==> src/spc_defines.vh <==
// register indices, field positions, codes and divider reloads of the serial port
// assumes inclusion by bare name from the serial port design file
`ifndef SPC_DEFINES_VH
`define SPC_DEFINES_VH

// ----------------------------------------------------------------
// register indices (byte address is four times the index)
// ----------------------------------------------------------------
`define SPC_IDX_CTRL    6'h00
`define SPC_IDX_SPI_INTERRUPT_CONTROL 6'h01
`define SPC_IDX_STATUS  6'h02
`define SPC_IDX_DATA    6'h03
`define SPC_IDX_CTRLB   6'h04
`define SPC_IDX_LAST    6'h04

// ----------------------------------------------------------------
// field positions
// ----------------------------------------------------------------
`define SPC_CTRL_X2     7
`define SPC_CTRL_EN     6
`define SPC_CTRL_LSBF   5
`define SPC_CTRL_MST    4
`define SPC_CTRL_CPOL   3
`define SPC_CTRL_CPHA   2
`define SPC_ST_RXD      7
`define SPC_ST_TXD      6
`define SPC_ST_XFER     7
`define SPC_ST_WCOL     6
`define SPC_ST_SEL      4
`define SPC_CTRLB_SSD   2
`define SPC_INTEN_MASK  8'hF3
`define SPC_RESET_BYTE  8'h00

// ----------------------------------------------------------------
// buffer modes
// ----------------------------------------------------------------
`define SPC_BUF_OFF     2'h0
`define SPC_BUF_MODE1   2'h2
`define SPC_BUF_MODE2   2'h3

// ----------------------------------------------------------------
// half-period reload values (cycles per serial clock half, minus one)
// ----------------------------------------------------------------
`define SPC_RLD_DIV2    7'h00
`define SPC_RLD_DIV4    7'h01
`define SPC_RLD_DIV8    7'h03
`define SPC_RLD_DIV16   7'h07
`define SPC_RLD_DIV32   7'h0F
`define SPC_RLD_DIV64   7'h1F
`define SPC_RLD_DIV128  7'h3F
`define SPC_LAST_EDGE   4'hF
`define SPC_RX_DEPTH    2'h2

`endif

==> src/spc_serial_port.v <==
// byte-wide serial peripheral port, master or slave, with apb register access
// assumes pins are resolved outside from out/oe pairs; ss_is_input and irq_ack come from pclk logic
//
// Design decision made here: the APB interface to the registers.
`timescale 1ns/100ps
`include "spc_defines.vh"

module spc_serial_port (
  // clock and reset
  input  wire        pclk,
  input  wire        presetn,
  // apb slave
  input  wire        psel,
  input  wire        penable,
  input  wire        pwrite,
  input  wire [7:0]  paddr,
  input  wire [31:0] pwdata,
  output reg  [31:0] prdata,
  output reg         pready,
  output reg         pslverr,
  // serial pins
  input  wire        sck_in,
  output reg         sck_out,
  output reg         sck_oe,
  input  wire        mosi_in,
  output wire        mosi_out,
  output reg         mosi_oe,
  input  wire        miso_in,
  output wire        miso_out,
  output reg         miso_oe,
  input  wire        ss_n_in,
  input  wire        ss_is_input,
  // interrupt
  input  wire        irq_ack,
  output reg         irq,
  output reg  [1:0]  irq_level
);

  // ----------------------------------------------------------------
  // functions
  // ----------------------------------------------------------------
  function [7:0] shin;
    input [7:0] v;
    input       b;
    input       lsbf;
    begin
      shin = lsbf ? {b, v[7:1]} : {v[6:0], b};
    end
  endfunction

  function [6:0] reload;
    input [1:0] ps;
    input       x2;
    begin
      case (ps)
        2'h0:    reload = x2 ? `SPC_RLD_DIV2  : `SPC_RLD_DIV4;
        2'h1:    reload = x2 ? `SPC_RLD_DIV8  : `SPC_RLD_DIV16;
        2'h2:    reload = x2 ? `SPC_RLD_DIV32 : `SPC_RLD_DIV64;
        default: reload = x2 ? `SPC_RLD_DIV64 : `SPC_RLD_DIV128;
      endcase
    end
  endfunction

  // ----------------------------------------------------------------
  // state
  // ----------------------------------------------------------------
  reg  [7:0] ctrl;
  reg  [7:0] spi_interrupt_control;
  reg  [1:0] bufmode;
  reg        slave_select_disable;
  reg  [7:0] sr;
  reg  [7:0] tx_buf;
  reg        tx_full;
  reg  [7:0] rx_mem [0:1];
  reg  [1:0] rx_cnt;
  reg        busy;
  reg  [3:0] edge_cnt;
  reg  [6:0] div_cnt;
  reg        in_bit;
  reg        ser_out;
  reg        xfer_flag;
  reg        wcol_flag;
  reg        tx_done_flag;
  reg        sel_lost_flag;
  reg        pend_xfer;
  reg        pend_wcol;
  reg        sck_s1, sck_s2, sck_s3;
  reg        mosi_s1, mosi_s2;
  reg        ssn_s1, ssn_s2;
  reg  [7:0] next_sr;
  reg        next_busy;
  reg  [3:0] next_edge;
  reg  [6:0] next_div;
  reg        next_sck;
  reg        next_in;
  reg  [7:0] rd_byte;

  // ----------------------------------------------------------------
  // decoded controls and events
  // ----------------------------------------------------------------
  wire       en       = ctrl[`SPC_CTRL_EN];
  wire       mst      = ctrl[`SPC_CTRL_MST];
  wire       lsbf     = ctrl[`SPC_CTRL_LSBF];
  wire       cpol     = ctrl[`SPC_CTRL_CPOL];
  wire       cpha     = ctrl[`SPC_CTRL_CPHA];
  wire       buffered = bufmode[1];
  wire [5:0] idx      = paddr[7:2];
  wire       acc      = psel & penable & pready;
  wire       wr       = acc & pwrite;
  wire       rd       = acc & ~pwrite;
  wire       data_acc = acc & (idx == `SPC_IDX_DATA);
  wire       data_wr  = wr & (idx == `SPC_IDX_DATA);
  wire       st_wr    = wr & (idx == `SPC_IDX_STATUS) & buffered;
  wire       st_rd    = rd & (idx == `SPC_IDX_STATUS);
  // a fault needs ss as input, held low, while master and not disabled
  wire       fault    = en & mst & ss_is_input & ~ssn_s2 & ~slave_select_disable;
  wire       run      = en & ~fault;
  // master reads miso unsynchronised: it moves on our own sck, too late for two flops at fast dividers
  wire       din      = mst ? miso_in : mosi_s2;
  wire       m_tick   = run & mst & busy & (div_cnt == 7'h00);
  wire       s_edge   = run & ~mst & ~ssn_s2 & (sck_s2 != sck_s3);
  wire       edge_ev  = m_tick | s_edge;
  wire       smp_edge = edge_ev & (edge_cnt[0] == cpha);
  wire       sft_edge = edge_ev & (edge_cnt[0] != cpha) & (edge_cnt != 4'h0);
  wire       done     = edge_ev & (edge_cnt == `SPC_LAST_EDGE);
  wire [7:0] rx_byte  = shin(sr, cpha ? din : in_bit, lsbf);
  wire       active   = busy | (edge_cnt != 4'h0);
  wire       done_ld  = done & buffered & tx_full;
  // mode 2 moves a waiting byte into an idle shifter at once
  wire       load_now = run & (bufmode == `SPC_BUF_MODE2) & tx_full & ~active;
  // mode 1 sends the shifter content as a dummy first byte
  wire       dummy_go = run & mst & ~busy & (bufmode == `SPC_BUF_MODE1) & tx_full;
  wire       ub_load  = run & data_wr & ~buffered & ~active;
  wire       rx_pop   = rd & (idx == `SPC_IDX_DATA) & buffered & (rx_cnt != 2'h0);
  wire       rx_flush = st_wr & pwdata[`SPC_ST_RXD];
  wire       rx_done  = rx_cnt != 2'h0;
  wire       tx_empty = ~tx_full;
  wire [3:0] srcs     = {rx_done, tx_done_flag, tx_empty, sel_lost_flag};
  wire       req      = buffered ? |(spi_interrupt_control[7:4] & srcs) : xfer_flag;

  assign mosi_out = ser_out;
  assign miso_out = ser_out;

  // ----------------------------------------------------------------
  // pin synchronisers
  // ----------------------------------------------------------------
  always @(posedge pclk or negedge presetn) begin
    if (!presetn) begin
      sck_s1  <= 1'b0;
      sck_s2  <= 1'b0;
      sck_s3  <= 1'b0;
      mosi_s1 <= 1'b0;
      mosi_s2 <= 1'b0;
      ssn_s1  <= 1'b1;
      ssn_s2  <= 1'b1;
    end else begin
      sck_s1  <= sck_in;
      sck_s2  <= sck_s1;
      sck_s3  <= sck_s2;
      mosi_s1 <= mosi_in;
      mosi_s2 <= mosi_s1;
      ssn_s1  <= ss_n_in;
      ssn_s2  <= ssn_s1;
    end
  end

  // ----------------------------------------------------------------
  // shift engine, next state
  // ----------------------------------------------------------------
  always @* begin
    next_sr   = sr;
    next_busy = busy;
    next_edge = edge_cnt;
    next_div  = div_cnt;
    next_sck  = sck_out;
    next_in   = in_bit;
    if (!run) begin
      next_busy = 1'b0;
      next_edge = 4'h0;
      next_sck  = cpol;
    end else begin
      if (edge_ev) begin
        next_edge = edge_cnt + 4'h1;
        if (smp_edge)
          next_in = din;
        if (sft_edge)
          next_sr = shin(sr, in_bit, lsbf);
        if (done)
          next_sr = rx_byte;
      end
      if (mst) begin
        if (!busy) begin
          next_sck  = cpol;
          next_edge = 4'h0;
        end else if (div_cnt == 7'h00) begin
          next_div = reload(ctrl[1:0], ctrl[`SPC_CTRL_X2]);
          next_sck = ~sck_out;
        end else begin
          next_div = div_cnt - 7'h01;
        end
      end else begin
        next_sck = cpol;
        // raising select drops a partial byte
        if (ssn_s2)
          next_edge = 4'h0;
      end
      if (done) begin
        if (done_ld)
          next_sr = tx_buf;
        else if (mst)
          next_busy = 1'b0;
      end
      if (load_now)
        next_sr = tx_buf;
      if (ub_load)
        next_sr = pwdata[7:0];
      if (mst && ((load_now || ub_load || dummy_go) && !busy)) begin
        next_busy = 1'b1;
        next_div  = reload(ctrl[1:0], ctrl[`SPC_CTRL_X2]);
        next_edge = 4'h0;
        next_sck  = cpol;
      end
    end
  end

  always @(posedge pclk or negedge presetn) begin
    if (!presetn) begin
      sr       <= `SPC_RESET_BYTE;
      busy     <= 1'b0;
      edge_cnt <= 4'h0;
      div_cnt  <= 7'h00;
      sck_out  <= 1'b0;
      in_bit   <= 1'b0;
      ser_out  <= 1'b0;
      sck_oe   <= 1'b0;
      mosi_oe  <= 1'b0;
      miso_oe  <= 1'b0;
    end else begin
      sr       <= next_sr;
      busy     <= next_busy;
      edge_cnt <= next_edge;
      div_cnt  <= next_div;
      sck_out  <= next_sck;
      in_bit   <= next_in;
      ser_out  <= lsbf ? next_sr[0] : next_sr[7];
      sck_oe   <= en & mst & ~fault;
      mosi_oe  <= en & mst & ~fault;
      miso_oe  <= en & ~mst & ~ssn_s2;
    end
  end

  // ----------------------------------------------------------------
  // receive buffer: one deep unbuffered, two deep buffered
  // ----------------------------------------------------------------
  always @(posedge pclk or negedge presetn) begin
    if (!presetn) begin
      rx_mem[0] <= `SPC_RESET_BYTE;
      rx_mem[1] <= `SPC_RESET_BYTE;
      rx_cnt    <= 2'h0;
    end else if (rx_flush || !buffered) begin
      if (done) begin
        rx_mem[0] <= rx_byte;
        rx_cnt    <= 2'h1;
      end else if (rx_flush) begin
        rx_cnt <= 2'h0;
      end
    end else begin
      case ({done, rx_pop})
        2'b10: begin
          // a third byte is dropped while two wait
          if (rx_cnt < `SPC_RX_DEPTH) begin
            rx_mem[rx_cnt[0]] <= rx_byte;
            rx_cnt            <= rx_cnt + 2'h1;
          end
        end
        2'b01: begin
          rx_mem[0] <= rx_mem[1];
          rx_cnt    <= rx_cnt - 2'h1;
        end
        2'b11: begin
          if (rx_cnt == 2'h1) begin
            rx_mem[0] <= rx_byte;
          end else begin
            rx_mem[0] <= rx_mem[1];
            rx_mem[1] <= rx_byte;
          end
        end
        default: begin
          rx_cnt <= rx_cnt;
        end
      endcase
    end
  end

  // ----------------------------------------------------------------
  // configuration registers
  // ----------------------------------------------------------------
  always @(posedge pclk or negedge presetn) begin
    if (!presetn) begin
      ctrl    <= `SPC_RESET_BYTE;
      spi_interrupt_control <= `SPC_RESET_BYTE;
      bufmode <= `SPC_BUF_OFF;
      slave_select_disable     <= 1'b0;
    end else begin
      if (wr && idx == `SPC_IDX_CTRL)
        ctrl <= pwdata[7:0];
      else if (fault)
        ctrl[`SPC_CTRL_MST] <= 1'b0;
      if (wr && idx == `SPC_IDX_SPI_INTERRUPT_CONTROL) begin
        if (buffered)
          spi_interrupt_control <= pwdata[7:0] & `SPC_INTEN_MASK;
        else
          spi_interrupt_control <= {spi_interrupt_control[7:2], pwdata[1:0]};
      end
      if (wr && idx == `SPC_IDX_CTRLB) begin
        bufmode <= pwdata[7:6];
        slave_select_disable     <= pwdata[`SPC_CTRLB_SSD];
      end
    end
  end

  // ----------------------------------------------------------------
  // status flags; a hardware set wins over any clear
  // ----------------------------------------------------------------
  always @(posedge pclk or negedge presetn) begin
    if (!presetn) begin
      xfer_flag     <= 1'b0;
      wcol_flag     <= 1'b0;
      pend_xfer     <= 1'b0;
      pend_wcol     <= 1'b0;
      tx_done_flag  <= 1'b0;
      sel_lost_flag <= 1'b0;
      tx_buf        <= `SPC_RESET_BYTE;
      tx_full       <= 1'b0;
    end else begin
      xfer_flag <= (~buffered & (done | fault))
                   | (xfer_flag & ~irq_ack & ~(data_acc & pend_xfer));
      wcol_flag <= (~buffered & data_wr & active) | (wcol_flag & ~(data_acc & pend_wcol));
      if (data_acc) begin
        pend_xfer <= 1'b0;
        pend_wcol <= 1'b0;
      end else if (st_rd && !buffered) begin
        pend_xfer <= prdata[`SPC_ST_XFER];
        pend_wcol <= prdata[`SPC_ST_WCOL];
      end
      tx_done_flag  <= (done & buffered & ~tx_full)
                       | (tx_done_flag & ~(st_wr & pwdata[`SPC_ST_TXD]));
      sel_lost_flag <= (fault & buffered) | (sel_lost_flag & ~(st_wr & pwdata[`SPC_ST_SEL]));
      if (data_wr && buffered) begin
        tx_buf  <= pwdata[7:0];
        tx_full <= 1'b1;
      end else if (done_ld || load_now) begin
        tx_full <= 1'b0;
      end
    end
  end

  // ----------------------------------------------------------------
  // apb read mux and answer; one wait state on every access
  // ----------------------------------------------------------------
  always @* begin
    rd_byte = 8'h00;
    case (idx)
      `SPC_IDX_CTRL:    rd_byte = ctrl;
      `SPC_IDX_SPI_INTERRUPT_CONTROL: rd_byte = buffered ? spi_interrupt_control : {6'h00, spi_interrupt_control[1:0]};
      `SPC_IDX_STATUS:  rd_byte = buffered ? {srcs, 4'h0} : {xfer_flag, wcol_flag, 6'h00};
      `SPC_IDX_DATA:    rd_byte = rx_mem[0];
      `SPC_IDX_CTRLB:   rd_byte = {bufmode, 3'h0, slave_select_disable, 2'h0};
      default:          rd_byte = 8'h00;
    endcase
  end

  always @(posedge pclk or negedge presetn) begin
    if (!presetn) begin
      prdata    <= 32'h00000000;
      pready    <= 1'b0;
      pslverr   <= 1'b0;
      irq       <= 1'b0;
      irq_level <= 2'h0;
    end else begin
      pready  <= psel & penable & ~pready;
      pslverr <= psel & penable & ~pready & (idx > `SPC_IDX_LAST);
      if (psel && penable && !pready)
        prdata <= {24'h000000, rd_byte};
      irq       <= req & (|spi_interrupt_control[1:0]);
      irq_level <= req ? spi_interrupt_control[1:0] : 2'h0;
    end
  end

endmodule

==> config.mk <==
export PLATFORM = sky130hd
export DESIGN_NAME = spc_serial_port
export DESIGN_NICKNAME = d
export VERILOG_FILES = /design/src/spc_serial_port.v
export VERILOG_INCLUDE_DIRS = /design/src
export SDC_FILE = /design/constraint.sdc
export NUM_CORES = 1
export LEC_CHECK = 0
export BUFFER_PORTS_ARGS = -buffer_cell sky130_fd_sc_hd__buf_2
export CAP_MARGIN = 10
export CORE_ASPECT_RATIO = 0.6
export CORE_MARGIN = 2
export CORE_UTILIZATION = 55
export CTS_BUF_LIST = sky130_fd_sc_hd__clkbuf_4 sky130_fd_sc_hd__clkbuf_8
export CTS_CLUSTER_DIAMETER = 30
export DETAILED_ROUTE_END_ITERATION = 8
export PLACE_DENSITY = 0.79
export SKIP_CTS_REPAIR_TIMING = 1
export SLEW_MARGIN = 25
export SYNTH_ARGS = -nofsm -noshare
export SYNTH_HDL_FRONTEND = slang
export SYNTH_SLANG_ARGS = --single-unit
==> constraint.sdc <==
create_clock -name pclk -period 7.9 [get_ports pclk]
set_input_delay 0.79 -clock pclk [delete_from_list [all_inputs] [get_ports pclk]]
set_output_delay 0.79 -clock pclk [all_outputs]
set_load 0.02 [all_outputs]
==> flow_summary.toml <==
[worst_setup_path]
worst_setup_path_start_kind = "primary input"
crit_start = "paddr[5]"
reg2regPathDepth = 10
cp_top_family = "simple AND/OR/NAND/NOR gates"
path_buf_inv = 2
critPathCaptureType = "flip-flop"
slowest_delay_ns = 0.70
cpMaxStageDelayCell = "nor3_1"
criticalPathCategory = "primary input to flip-flop"
cp.depth = 12
crit_top_cell = "nor3_1"
critPathRequiredTime_ns = 8.16
path_cells = "buf_2 > nor3_1 > nand2b_1 > nor3_1 > nand2_1 > nor3_1 > inv_1 > ha_1 > nand2_1 > nor2_1 > o211ai_1 > mux2_2"
critical_path_arrival_ns = 4.43
cp_max_fo = 8
r2r_start = "div_cnt[0]$_DFFE_PN0P_"

[floorplan]
boundaryPins = 94
fp.dieW_um = 129
die_y_um = 79.0
dieArea_um2 = 10200
start_util = 0.564
core.rowCount = 27
core_um2 = 9160

[placed_design]
dp_cells = 680
portBuffers = 43
post_dp_cell_area_um2 = 5360
hpwl_um = 8780
routabilityCongestion = 0.906

[synthesis]
synthCells = 527
netlist_top_cells_count = "dfrtp_1 (93), nand2_1 (63), o21ai_0 (43), nor2_1 (42), mux2_2 (41)"
yosys_warnings = 0
async_reset_ff_frac = 1.00
synth_top_area_share = 0.451
synth_edf_count = 0
avgSynthCellArea_um2 = 9.79
yosysTopAreaCell = "dfrtp_1"
synth_most_common_cell = "dfrtp_1"
ys.flop_type = "dfrtp_1"
yosysUniqueCellTypes = 67
yosys_register_bits = 95
syn_area_um2 = 5160
ys_seq_area_frac = 0.461
synth_area_leaders = "dfrtp_1 (45%), mux2_2 (8.9%), nand2_1 (4.6%), o21ai_0 (4.2%), buf_4 (3.8%)"

[status]
outcome = "finished clean"

[timing]
tightest_slew_ns = 0.892
max_slew_margin = 0.405
period_needed_ns = 4.16
rsz0062_at_grt = "false"
max_freq_mhz = 240
finalClockSkew_ns = 0.0117
holdWs_ns = 0.299
finalCritPeriodShare = 0.527
finalSetupTns_ns = 0
setup_viol_count_final = 0
drv_slew = 0
final-hold-violation-count = 0

[flow_run]
max-cap-violations = 0

[cts]
clk_pin_slew_ns = 0.08
cts_root_buf = "clkbuf_8"
cts.sinks = 95
cts_tree = "built"
worst_skew_pair.late_latency_ns = 0.38
numCtsBuffers = 9
clockBufferDepth = 2
htreeDepth = 3

[power]
p_total_mw = 0.981
vdd_drop_max_uv = 98.8
power.density_nw_per_um2 = 174
leakage_nw = 2.73

[layout]
fill_cells = 786
drive_gt1_frac = 0.205
syn2layout_area_growth_pct = 8.90
fin_area_um2 = 5620
instances_no_fill = 696
nets = 624
diodes = 0

[global_route]
antenna_found_initial = 0
grt_first_pass_wirelength_um = 19100
grt_max_degree = 73
grt_usage = 0.246
grt_pass1_vias = 3773
grt-ovfl-total = 0

[drt]
route.detailed.drc = 0
routedWlPerCell_um = 17.2
via_count = 4058
drt-vias-per-instance = 5.83
ant_nets = 0
firstDrtPassIters = 5
route.final.wire_length_um = 11900
drt-initial-drc-count = 277

[hold_path]
hold_class = "primary input to asynchronous set/reset pin"
worst paths after layout:
check / endpoint / slack [ns]
worst max-delay path: rx_mem[3]$_DFFE_PN0P_ / 3.74
worst min register to register: sck_s2$_DFF_PN0_ / 0.36
min in group pclk: sck_s2$_DFF_PN0_ / 0.36
worst max register to register: rx_mem[3]$_DFFE_PN0P_ / 4.06
worst min-delay path: sr[4]$_DFFE_PN0N_ / 0.30
max in group asynchronous: pend_xfer$_DFFE_PN0P_ / 6.43
kinds of logic after synthesis:
group	after synthesis	share of synthesized area
AOI/OAI and AO/OA	128	0.158
xor gates and xnor gates	7	0.0119
adders and majority gates	12	0.0291
buffers and inverters	66	0.0705
DFF	95	0.461
muxes	53	0.115
other	1	0.000727
and+or+nand+nor	165	0.153
metrics by stage:
stage,worst slack (ns),util
global route,3.54,0.614
detailed placement,3.47,0.585
floorplan,4.49,-
finish,3.74,0.614
CTS,3.86,0.614
global placement,3.63,0.585
flip-flops by register name, indices dropped and copies added (netlist names), 2 cells and up:
signal	cells
bufmode	2
ctrl	8
div_cnt	7
edge_cnt	4
irq_level	2
prdata	8
rx_cnt	2
rx_mem	16
spi_interrupt_control	6
sr	8
tx_buf	8
worst reg2reg max path, stage by stage (launching register included):
cell	delay [ns]
dfrtp_1	0.41
inv_1	0.06
ha_1	0.21
or4b_1	0.51
or3_1	0.46
o21a_1	0.39
nor2_8	0.27
ha_1	0.25
nor2_1	0.07
o211ai_1	0.66
mux2_2	0.42
cell usage in the layout, fill, tap and decap left out, drive strengths merged, types with 3 or more instances in the layout:
master	instances
a21oi	31
a22o	3
a22oi	12
a31oi	3
and2	7
and3	6
buf	44
bufinv	4
clkbuf	10
conb	24
dfrtp	93
ha	12
inv	21
mux2	41
mux2i	12
nand2	63
nand3	10
nand4	4
nor2	43
nor2b	3
nor3	8
nor3b	4
o21a	3
o21ai	46
or3	3
xor2	6
power breakdown:
group          switching (mW)  leakage, nW  total [mW]  internal, mW
Combinational          0.0472         1.33      0.0654        0.0182
Sequential            0.00741         1.27       0.500         0.493
Clock                   0.170        0.130       0.415         0.245
Total                   0.224         2.73       0.981         0.756
cell type report:
cell class / instances / area (um^2) / area share
multi-input combinational: 389 / 2500 / 0.445
clock buffer: 10 / 131 / 0.0234
clock inverter: 6 / 133 / 0.0236
timing repair buffer: 44 / 225 / 0.0401
sequential: 95 / 2380 / 0.423
tap: 130 / 163 / 0.0289
inverter: 22 / 85.1 / 0.0151
routing by layer:
layer / up-vias / wire length (um) / GRT usage
met4: 0 / 250 / 0.0859
li1: 1879 / - / -
met3: 24 / 1030 / 0.0620
met1: 1978 / 5410 / 0.357
met2: 177 / 5250 / 0.360
met5: - / 0 / 0
Note: power is estimated with default switching activity, not from simulation.
